`src/design/rasm_pkg.sv`:
```
// Constants for the register access cell bank.
// Assumes a single core clock and one access request per cycle.
package rasm_pkg;
    localparam int DATA_W = 32;
    localparam int ADDR_W = 2;
    localparam int FLD_W  = 4;
    localparam int LOCK_W = 2;

    // Word addresses
    localparam logic [ADDR_W-1:0] ADDR_CTRL = 2'h0;
    localparam logic [ADDR_W-1:0] ADDR_CELL = 2'h1;

    // Switch control register layout
    localparam int UNLOCK_BIT = 0;

    // Cell word layout
    localparam int HWI_LSB   = 0;
    localparam int RDCLR_LSB   = 4;
    localparam int RDCLRWR_LSB = 8;
    localparam int CONST_LSB = 12;
    localparam int STAT_LSB  = 16;
    localparam int RW_LSB    = 20;
    localparam int W1C_LSB   = 24;
    localparam int LOCK_LSB  = 28;
    localparam int ZERO_BIT  = 30;
    localparam int RSVD_BIT  = 31;

    // Reset and fixed values
    localparam logic [FLD_W-1:0]  FLD_RST    = 4'h0;
    localparam logic [LOCK_W-1:0] LOCK_RST   = 2'h0;
    localparam logic              UNLOCK_RST = 1'b0;
    localparam logic [FLD_W-1:0]  CONST_VAL  = 4'hA;

    typedef enum logic [1:0] {
        RASM_SRC_CFG,
        RASM_SRC_SMB,
        RASM_SRC_EEP
    } rasm_src_t;

    typedef enum logic {
        RASM_ST_STRAP,
        RASM_ST_RUN
    } rasm_phase_t;
endpackage

```
`src/design/rasm_bank.sv`:
```
// Register cell bank showing every software access type.
// Assumes the access sources are already merged onto one request port.
`timescale 1ns/1ns

// How it works
// - Same behaviour for config, serial, eeprom writes, except init bits (eeprom only)
// - Init bits from straps/eeprom, then read-only
// - Read-clear bits return value, then zero
// - Writes to read-clear bits are ignored
// - Read-clear-writable clears on read, takes writes
// - Hardwired constant reads fixed, ignores writes
// - Status bits follow hardware, writes ignored
// - Read/write bits store and return writes
// - Write-one-to-clear: zero keeps, one clears
// - Only hardware sets, only software clears
// - Lock-guarded bits written only when unlocked
// - Locked writes discarded, reads still work
// - Zero-type bits always read zero
module rasm_bank
(
    // Clock and reset
    input  wire logic                      core_clk,
    input  wire logic                      rst,
    // Access request
    input  wire logic                      accReq,
    input  wire logic                      accWrite,
    input  wire rasm_pkg::rasm_src_t       accSrc,
    input  wire logic [rasm_pkg::ADDR_W-1:0] accAddr,
    input  wire logic [rasm_pkg::DATA_W-1:0] accWdata,
    // Access answer
    output logic                           accAck,
    output logic [rasm_pkg::DATA_W-1:0]    accRdata,
    // Hardware side
    input  wire logic [rasm_pkg::FLD_W-1:0] strapIn,
    input  wire logic                      eepromDone,
    input  wire logic [rasm_pkg::FLD_W-1:0] rdClrEvent,
    input  wire logic [rasm_pkg::FLD_W-1:0] rdClrWrEvent,
    input  wire logic [rasm_pkg::FLD_W-1:0] w1cEvent,
    input  wire logic [rasm_pkg::FLD_W-1:0] statusIn,
    // Core view
    output logic [rasm_pkg::DATA_W-1:0]    cellWord,
    output logic                           unlockOut
);
    import rasm_pkg::*;

    function automatic logic [DATA_W-1:0] packWord(
        input logic [FLD_W-1:0]  hwi,
        input logic [FLD_W-1:0]  rdClr,
        input logic [FLD_W-1:0]  rdClrWr,
        input logic [FLD_W-1:0]  stat,
        input logic [FLD_W-1:0]  rw,
        input logic [FLD_W-1:0]  w1c,
        input logic [LOCK_W-1:0] lock);
        logic [DATA_W-1:0] w;
        w = '0;
        w[HWI_LSB +: FLD_W]    = hwi;
        w[RDCLR_LSB +: FLD_W]   = rdClr;
        w[RDCLRWR_LSB +: FLD_W] = rdClrWr;
        w[CONST_LSB +: FLD_W]  = CONST_VAL;
        w[STAT_LSB +: FLD_W]   = stat;
        w[RW_LSB +: FLD_W]     = rw;
        w[W1C_LSB +: FLD_W]    = w1c;
        w[LOCK_LSB +: LOCK_W]  = lock;
        // Zero and reserved bits stay zero from the clear above
        return w;
    endfunction

    rasm_phase_t       phase;
    rasm_phase_t       next_phase;
    logic [FLD_W-1:0]  hardware_initialized;
    logic [FLD_W-1:0]  next_hardware_initialized;
    logic [FLD_W-1:0]  rdClrBits;
    logic [FLD_W-1:0]  next_rdClrBits;
    logic [FLD_W-1:0]  rdClrWrBits;
    logic [FLD_W-1:0]  next_rdClrWrBits;
    logic [FLD_W-1:0]  statBits;
    logic [FLD_W-1:0]  next_statBits;
    logic [FLD_W-1:0]  rwBits;
    logic [FLD_W-1:0]  next_rwBits;
    logic [FLD_W-1:0]  w1cBits;
    logic [FLD_W-1:0]  next_w1cBits;
    logic [LOCK_W-1:0] lockBits;
    logic [LOCK_W-1:0] next_lockBits;
    logic              unlock;
    logic              next_unlock;
    logic              next_accAck;
    logic [DATA_W-1:0] next_accRdata;
    logic [DATA_W-1:0] next_cellWord;
    logic              wrCell;
    logic              rdCell;
    logic              wrCtrl;
    logic              rdCtrl;
    logic              eepInit;

    // Access source plays no part in address decode, only in eepInit
    assign wrCell  = accReq && accWrite && (accAddr == ADDR_CELL);
    assign rdCell  = accReq && !accWrite && (accAddr == ADDR_CELL);
    assign wrCtrl  = accReq && accWrite && (accAddr == ADDR_CTRL);
    assign rdCtrl  = accReq && !accWrite && (accAddr == ADDR_CTRL);
    assign eepInit = wrCell && (accSrc == RASM_SRC_EEP) && !eepromDone;

    always_comb
    begin
        next_phase   = RASM_ST_RUN;
        next_hardware_initialized  = hardware_initialized;
        case (phase)
            RASM_ST_STRAP:
            begin
                next_hardware_initialized = strapIn;
            end
            RASM_ST_RUN:
            begin
                // Only the eeprom loader may touch these, and only while eepromDone is low
                if (eepInit)
                begin
                    next_hardware_initialized = accWdata[HWI_LSB +: FLD_W];
                end
            end
            default:
            begin
                next_hardware_initialized = hardware_initialized;
            end
        endcase
        // Event in the read cycle survives the clear
        next_rdClrBits = (rdCell ? FLD_RST : rdClrBits)
                         | rdClrEvent;
        if (wrCell)
        begin
            next_rdClrWrBits = accWdata[RDCLRWR_LSB +: FLD_W]
                               | rdClrWrEvent;
        end
        else
        begin
            next_rdClrWrBits = (rdCell ? FLD_RST : rdClrWrBits)
                               | rdClrWrEvent;
        end
        next_statBits = statusIn;
        next_rwBits   = wrCell ? accWdata[RW_LSB +: FLD_W] : rwBits;
        // Set wins over a clear in the same cycle
        next_w1cBits  = (w1cBits & ~(wrCell ? accWdata[W1C_LSB +: FLD_W]
                                            : FLD_RST)) | w1cEvent;
        next_lockBits = (wrCell && unlock) ? accWdata[LOCK_LSB +: LOCK_W]
                                           : lockBits;
        next_unlock   = wrCtrl ? accWdata[UNLOCK_BIT] : unlock;
        next_accAck   = accReq;
        next_accRdata = '0;
        if (rdCell)
        begin
            next_accRdata = packWord(hardware_initialized, rdClrBits, rdClrWrBits, statBits,
                                     rwBits, w1cBits, lockBits);
        end
        else if (rdCtrl)
        begin
            next_accRdata[UNLOCK_BIT] = unlock;
        end
        next_cellWord = packWord(next_hardware_initialized, next_rdClrBits,
                                 next_rdClrWrBits, next_statBits,
                                 next_rwBits, next_w1cBits, next_lockBits);
    end

    always_ff @(posedge core_clk)
    begin
        if (rst)
        begin
            phase     <= RASM_ST_STRAP;
            hardware_initialized    <= FLD_RST;
            rdClrBits   <= FLD_RST;
            rdClrWrBits <= FLD_RST;
            statBits  <= FLD_RST;
            rwBits    <= FLD_RST;
            w1cBits   <= FLD_RST;
            lockBits  <= LOCK_RST;
            unlock    <= UNLOCK_RST;
            accAck    <= 1'b0;
            accRdata  <= '0;
            cellWord  <= '0;
            unlockOut <= UNLOCK_RST;
        end
        else
        begin
            phase     <= next_phase;
            hardware_initialized    <= next_hardware_initialized;
            rdClrBits   <= next_rdClrBits;
            rdClrWrBits <= next_rdClrWrBits;
            statBits  <= next_statBits;
            rwBits    <= next_rwBits;
            w1cBits   <= next_w1cBits;
            lockBits  <= next_lockBits;
            unlock    <= next_unlock;
            accAck    <= next_accAck;
            accRdata  <= next_accRdata;
            cellWord  <= next_cellWord;
            unlockOut <= next_unlock;
        end
    end
endmodule

```
`config.mk`:
```
export PLATFORM = sky130hd
export DESIGN_NAME = rasm_bank
export DESIGN_NICKNAME = d
export VERILOG_FILES = /design/src/design/rasm_pkg.sv /design/src/design/rasm_bank.sv
export SDC_FILE = /design/constraint.sdc
export NUM_CORES = 1
export LEC_CHECK = 0
export BUFFER_PORTS_ARGS = -buffer_cell sky130_fd_sc_hd__buf_2
export CAP_MARGIN = 20
export CORE_MARGIN = 2
export CORE_UTILIZATION = 35
export DETAILED_ROUTE_END_ITERATION = 8
export PLACE_DENSITY = 0.78
export SKIP_LAST_GASP = 1
export SYNTH_ARGS = -nofsm -noshare
export SYNTH_HDL_FRONTEND = slang
export SYNTH_SLANG_ARGS = --single-unit
```
`constraint.sdc`:
```
create_clock -name core_clk -period 2.3 [get_ports core_clk]
set_input_delay 0.115 -clock core_clk [delete_from_list [all_inputs] [get_ports core_clk]]
set_output_delay 0.115 -clock core_clk [all_outputs]
set_load 0.02 [all_outputs]
```
==> results of run 1 <==
## stage by stage
step	area [um^2]	util, %	instances	hold WS (ns)
floorplan	1990	-	195	0.187
global placement	2490	45.5	356	0.321
detailed placement	2490	45.5	356	0.327
CTS	2600	47.5	364	0.00574
global route	2600	47.5	364	0.0137
finish	2600	47.5	364	0.0189
## final timing paths
path | endpoint | cells past startpoint | slack (ns) | start
min | cellWord[24] | 2 | 0.02 | w1cEvent[0]
max | cellWord[13] | 1 | 1.02 | cellWord[13]
min reg2reg | accRdata[17] | 1 | 0.45 | cellWord[17]
max reg2reg | cellWord[3] | 2 | 1.10 | cellWord[13]
## cell families after synthesis
| family | share of synthesized area, % |
|---|---|
| simple gates | 21.8 |
| flops | 57.1 |
| compound gates | 10.3 |
| buf+inv | 8.09 |
| mux | 2.55 |
| other cells | 0.191 |
## final cells by class
| type | instances | area, um^2 | share of cell area, % |
|---|---|---|---|
| clock buffer | 6 | 72.6 | 2.79 |
| tap | 72 | 90.1 | 3.47 |
| timing repair buffer | 107 | 543 | 20.9 |
| clock inverter | 2 | 35.0 | 1.35 |
| multi-input combinational | 114 | 711 | 27.3 |
| inverter | 7 | 26.3 | 1.01 |
| sequential | 56 | 1120 | 43.1 |
## per-layer routing
metal	share of wire, %	wire, um
met1	42	1850
met2	49	2170
met3	7.7	343
met4	1.8	78
met5	0	0
## registers in the layout, summed over array words and instances, names as in the netlist
register and cells:
cellWord 27, accRdata 27, unlock 1, accAck 1
## placed cells by master, fill, tap and decap left out, types with 4 or more instances in the layout
master,netlist,routed
buf_2,1,104
and2_2,8,8
nor2_1,6,6
clkbuf_8,0,5
inv_1,7,7
conb_1,1,8
nand2_1,12,12
o21ai_0,4,4
a21boi_0,4,4
nor2b_1,4,4
and2_1,17,17
mux2i_1,5,5
a31oi_1,4,4
nand3_1,7,7
dfxtp_1,56,56
o21a_1,4,4
a21oi_1,13,13
## where the power goes
group | switching (mW) | internal, mW
Combinational | 0.118 | 0.0817
Clock | 0.298 | 0.323
Sequential | 0.0198 | 1.00
==> results_dict.tcl, run 1 <==
set metrics [dict create \
    outcome "finished clean" \
    crit_required_ns 2.18 \
    tightest_slew_ns 0.521 \
    routed_wl_mm 4.44 \
    post-route-drc-count 0 \
    synth.distinct_cells 34 \
    fp.dieW_um 78.9 \
    antenna_cells 0 \
    insertion_delay_ns 0.30 \
    core_area_mm2 0.00547 \
    crit_family "flip-flops" \
    dieArea_mm2 0.00623 \
    layout.nets 352 \
    path_class "flip-flop to output pin" \
    dpl_worst_slack_ns 0.887 \
    ctsHtreeMaxLevel 2 \
    synthFlopType "dfxtp_1" \
    dp_hpwl_mm 3.34 \
    synthCells 188 \
    crit_arrival_ns 1.17 \
    gp_congestion 0.639 \
    rsz0062_at_grt "no" \
    synth.most_common_cell "dfxtp_1" \
    crit_path_max_fanout 11 \
    slew_headroom_pct 65.2 \
    final_antenna_net_count 0 \
    fmax_mhz 780 \
    crit_chain "buf_2" \
    rows 27 \
    vias_per_cell 4.44 \
    cts_sinks 56 \
    grt_pass1_vias 1539 \
    root_buffer "clkbuf_8" \
    grt_max_degree 25 \
    worstPathBufferInverterCount 1 \
    drive_gt1_share_pct 42.8 \
    startpoint_type "flip-flop" \
    timing.final.max_slew_violations 0 \
    use_met2_pct 25.7 \
    syn_area_per_cell_um2 10.4 \
    cp-end-kind "output pin" \
    maxCapViolations 0 \
    ys_seq_area_share_pct 57.1 \
    p_total_mw 1.84 \
    setup-tns-final_ns 0 \
    ir_worst_vdd_uv 256 \
    clk_pin_slew_ns 0.09 \
    power_density_mw_per_mm2 708 \
    syn_area_mm2 0.00196 \
    min_period_ns 1.28 \
    drtIter0Drc 36 \
    overflow 0 \
    finalWorstSetupSlack_ns 1.02 \
    post_cts_buffers 0 \
    grt_util_met3_pct 4.66 \
    synth_edf_count 0 \
    vias 1617 \
    yosysWarnings 0 \
    cts_buffer_depth 2 \
    fin_skew_ns 0.00346 \
    port_buffers 104 \
    die_y_um 78.9 \
    cts_hold_buf 0 \
    nFillCells 544 \
    post-route-period-util_pct 55.8 \
    p_leak_nw 1.31 \
    synth-seq-cells 56 \
    grt_usage_pct 14.4 \
    crit_slowest_cell "dfxtp_1" \
    grt_first_pass_wirelength_mm 7.01 \
    drt_pass1_iterations 4 \
    antenna_found_initial 0 \
    synth_top_cell_area_share_pct 57.1 \
    synth_async_sr_flop_share_pct 0 \
    use_met1_pct 15.7 \
    max_stage_delay_ns 0.61 \
    post_cts_resized 0 \
    hold_violations 0 \
    worst_hold_path_type "input pin to flip-flop" \
    cts_inserted_buffers 5 \
    cts_tree "done" \
    area_growth_pct 32.3 \
    yosys.area.top_type "dfxtp_1" \
    setup_violations 0 \
    io_pins 127 \
    ys_top_cells_by_area "dfxtp_1, and2_1, buf_4" \
    routedWlPerCell_um 12.2 \
    synth_commonest_cells "dfxtp_1, and2_1, a21oi_1" \
    floorplan.initialDensity_pct 35.9 \
    grt-busiest-layer "met2" \
]
Power figures use the tool's default switching activity.
==> inputs of run 2 (changes only) <==
- PLACE_DENSITY: 0.78 -> 0.81
- clock period: 2.3 -> 1.1 ns (I/O delays scaled with it)
==> run 2 against run 1 <==
  * Clock-buffer cell count grew 2
  * Critical endpoint is now cellWord[1]
  * Clock power rose by 78%
  * Critical path type is now flip-flop to flip-flop
  * Largest power group unchanged
  * Setup slack worse by 0.94 ns
  * First-iteration DRC count fell by 2.8%
  * Utilization is 4.7 points higher
  * Final cell count grew 7.7%
==> results_dict.tcl, run 2 (same netlist as run 1, synthesis figures left out) <==
set metrics [dict create \
    overflow 0 \
    fmax_mhz 982 \
    final_antenna_net_count 0 \
    worstPathBufferInverterCount 1 \
    outcome "finished clean" \
    antenna_cells 0 \
    p_total_mw 3.74 \
    post_cts_buffers 0 \
    hold_depth 3 \
    drtIter0Drc 35 \
    nFillCells 522 \
    crit_arrival_ns 1.20 \
    grt_max_degree 25 \
    drt_pass1_iterations 4 \
    ff_latch_area_mm2 0.00112 \
    startpoint_type "flip-flop" \
    maxCapViolations 0 \
    min_period_ns 1.02 \
    ctsHtreeMaxLevel 2 \
    insertion_delay_ns 0.30 \
    cts_sinks 56 \
    reg2reg_depth 3 \
    fin_skew_ns 0.00156 \
    grt_pass1_vias 1730 \
    clk_pin_slew_ns 0.09 \
    crit_path_max_fanout 8 \
    die_y_um 78.9 \
    p_leak_nw 1.43 \
    area_growth_pct 45.4 \
    post-route-drc-count 0 \
    cp-end-kind "flip-flop" \
    port_buffers 104 \
    max_stage_delay_ns 0.38 \
    path_class "flip-flop to flip-flop" \
    core_area_mm2 0.00547 \
    rows 27 \
    antenna_found_initial 0 \
    worst_hold_path_type "input pin to flip-flop" \
    ir_worst_vdd_uv 530 \
    cts_inserted_buffers 5 \
    power_density_mw_per_mm2 1310 \
    crit_slowest_cell "dfxtp_1" \
    setup_violations 0 \
    routed_wl_mm 4.78 \
    grt_usage_pct 16.1 \
    root_buffer "clkbuf_8" \
    layout_commonest_cell "buf_2" \
    io_pins 127 \
    cts_tree "done" \
    crit_required_ns 1.28 \
    multiInputGateArea_um2 714 \
    dp_hpwl_mm 3.44 \
    crit_family "flip-flops" \
    layout.nets 380 \
    timing.final.max_slew_violations 0 \
    dieArea_mm2 0.00623 \
    largestRegisters "accRdata x27, cellWord x27" \
    hold_violations 0 \
    rsz0062_at_grt "no" \
    cts_buffer_depth 2 \
    fin_util_pct 52.2 \
    post-route-period-util_pct 92.6 \
    path_depth 3 \
    crit_chain "buf_4, mux2i_2, a211oi_1" \
    routedWlPerCell_um 12.2 \
    fp.dieW_um 78.9 \
    vias 1730 \
    grt_first_pass_wirelength_mm 7.76 \
    floorplan.initialDensity_pct 35.9 \
    gp_congestion 0.712 \
    vias_per_cell 4.41 \
    drive_gt1_share_pct 41.9 \
    mostFrequentLayoutCells "buf_2, dfxtp_1, dlygate4sd3_1" \
]
-- run 2: power by group --
part	switching [mW]	total [mW]	internal [mW]
Combinational	0.267	0.502	0.235
Clock	0.600	1.11	0.515
Sequential	0.0373	2.13	2.09
Total	0.904	3.74	2.84
-- run 2: cell type report --
class	count	share of cell area, %
tap	72	3.16
sequential	56	39.3
multi-input combinational	114	25.0
inverter	7	0.920
clock buffer	8	3.16
timing repair buffer	135	28.5
-- run 2: path summary, 6_finish.rpt --
path / to / startpoint / slack (ns)
worst max register to register: cellWord[1] / cellWord[13] / 0.08
worst max-delay path: cellWord[1] / cellWord[13] / 0.08
worst min-delay path: cellWord[9] / rdClrWrEvent[1] / 0.008
worst min register to register: accRdata[18] / cellWord[18] / 0.47
-- run 2: per-layer routing --
layer	part of all wire [%]	wire, um	vias to the layer above	track usage (%)
met5	0	0	-	0
met4	2.2	106	0	8.45
met3	6.9	330	10	4.20
met2	52	2470	66	29.1
met1	39	1870	784	17.1
li1	-	-	870	-
-- run 2: metrics by stage --
step | hold WS [ns] | setup WS (ns) | TNS, ns | instance area (um^2) | std cells
floorplan | 0.127 | 0.110 | 0 | 1990 | 195
global placement | 0.262 | -0.0278 | -0.0831 | 2570 | 365
global route | 0.00686 | 0.00941 | 0 | 2860 | 392
detailed placement | 0.270 | -0.0613 | -0.169 | 2570 | 365
finish | 0.00792 | 0.0812 | 0 | 2860 | 392
CTS | 0.00129 | 0.0734 | 0 | 2850 | 392
-- run 2: tightest hold or removal path: stages --
cell	delay [ns]
buf_2	0.09
inv_1	0.04
a31oi_1	0.07
-- run 2: repair_timing --
item | 4_1_cts | 5_1_grt
hold buffers | 19 | 0
gates resized for setup | 0 | 1
endpoints found under the setup margin | 0 | 1
hold endpoints to repair | 19 | 0
==> inputs of run 3 (changes only) <==
- HOLD_SLACK_MARGIN: unset -> 0.05
==> run 3 against run 2 <==
  * First-iteration DRC count increased by 5.7%
  * Worst hold slack improved by 0.067 ns
  * Setup slack got worse by 0.0015 ns
  * Largest cell class unchanged
  * Largest power group unchanged
==> results_dict.tcl, run 3 (same netlist as run 1, synthesis figures left out) <==
set metrics [dict create \
    timing.final.max_slew_violations 0 \
    routedWlPerCell_um 12.5 \
    worst_hold_path_type "input pin to flip-flop" \
    grt_usage_pct 16.9 \
    p_leak_nw 1.47 \
    drt_pass1_iterations 4 \
    vias_per_cell 4.43 \
    port_buffers 104 \
    dp_hpwl_mm 3.44 \
    rsz0062_at_grt "no" \
    cp-end-kind "flip-flop" \
    io_pins 127 \
    hold_violations 0 \
    timing.hold.ws_ns 0.0750 \
    post-route-drc-count 0 \
    layout.nets 391 \
    grt_util_met3_pct 4.43 \
    fp.dieW_um 78.9 \
    largestRegisters "accRdata x27, cellWord x27" \
    rows 27 \
    routed_wl_mm 5.05 \
    cts_inserted_buffers 5 \
    setup_violations 0 \
    grt_pass1_vias 1814 \
    crit_arrival_ns 1.20 \
    startpoint_type "flip-flop" \
    cts_tree "done" \
    layout_commonest_cell "buf_2" \
    fmax_mhz 980 \
    vias 1785 \
    ir_worst_vdd_uv 538 \
    setup-tns-final_ns 0 \
    core_area_mm2 0.00547 \
    grt-busiest-layer "met2" \
    gp_congestion 0.712 \
    antenna_cells 0 \
    dieArea_mm2 0.00623 \
    outcome "finished clean" \
    final_antenna_net_count 0 \
    use_met1_pct 17.7 \
    ctsHtreeMaxLevel 2 \
    floorplan.initialDensity_pct 35.9 \
    crit_required_ns 1.28 \
    crit_path_max_fanout 8 \
    grt_first_pass_wirelength_mm 8.16 \
    drive_gt1_share_pct 40.5 \
    post-route-period-util_pct 92.8 \
    root_buffer "clkbuf_8" \
    use_met2_pct 30.7 \
    path_class "flip-flop to flip-flop" \
    cts_buffer_depth 2 \
    min_period_ns 1.02 \
    insertion_delay_ns 0.30 \
    cts_sinks 56 \
    fin_skew_ns 0.00304 \
    power_density_mw_per_mm2 1280 \
    clk_pin_slew_ns 0.09 \
    maxCapViolations 0 \
    mostFrequentLayoutCells "buf_2, dfxtp_1, dlygate4sd3_1" \
    drtIter0Drc 37 \
    die_y_um 78.9 \
    post_cts_buffers 0 \
    area_growth_pct 51.0 \
    overflow 0 \
    grt_max_degree 25 \
    antenna_found_initial 0 \
]
==> run 3: repair_timing <==
item,CTS,global route
hold buffers,30,0
hold endpoints to repair,26,0
gates resized for setup,0,1
setup endpoints to repair,0,1
==> run 3: layer usage <==
layer  up-vias  wire length (um)
li1        892                 -
met1       809              1970
met2        70              2610
met3        14               339
met4         0               138
met5         -                 0
==> run 3: report_power, final <==
part	internal, mW	leakage, nW	switching (mW)
logic	0.261	0.966	0.275
registers	2.09	0.458	0.0375
clock network	0.515	0.0455	0.604
total	2.87	1.47	0.916
==> run 3: cell type report <==
class / instances / area, um^2
Sequential cell: 56 / 1120
Tap cell: 72 / 90.1
Multi-Input combinational cell: 114 / 714
Fill cell: 509 / 2510
Clock buffer: 8 / 90.1
Inverter: 7 / 26.3
Timing Repair Buffer: 146 / 923
==> run 3: worst max-delay path, cell delays in order, from the launching register on <==
cell and delay, ns:
dfxtp_1 0.38, buf_4 0.19, mux2i_2 0.24, a211oi_1 0.09
==> run 3: path summary, 6_finish.rpt <==
path                     start            to  slack (ns)  cells after the start
hold / removal          accReq   accRdata[0]        0.08                      3
setup / recovery  cellWord[13]   cellWord[1]        0.08                      3
setup reg to reg  cellWord[13]   cellWord[1]        0.08                      3
hold reg to reg   cellWord[18]  accRdata[18]        0.47                      1
==> run 3: stage by stage <==
step / std cells / cell area (um^2) / power (mW) / util, % / worst slack, ns
6_report: 403 / 2970 / 3.78 / 54.2 / 0.0797
5_1_grt: 403 / 2970 / 3.98 / 54.2 / 0.00941
4_1_cts: 403 / 2960 / 3.81 / 54.1 / 0.0734
3_5_place_dp: 365 / 2570 / 2.62 / 47.0 / -0.0613
3_3_place_gp: 365 / 2570 / 2.61 / 47.0 / -0.0278
2_1_floorplan: 195 / 1990 / 2.44 / - / 0.110
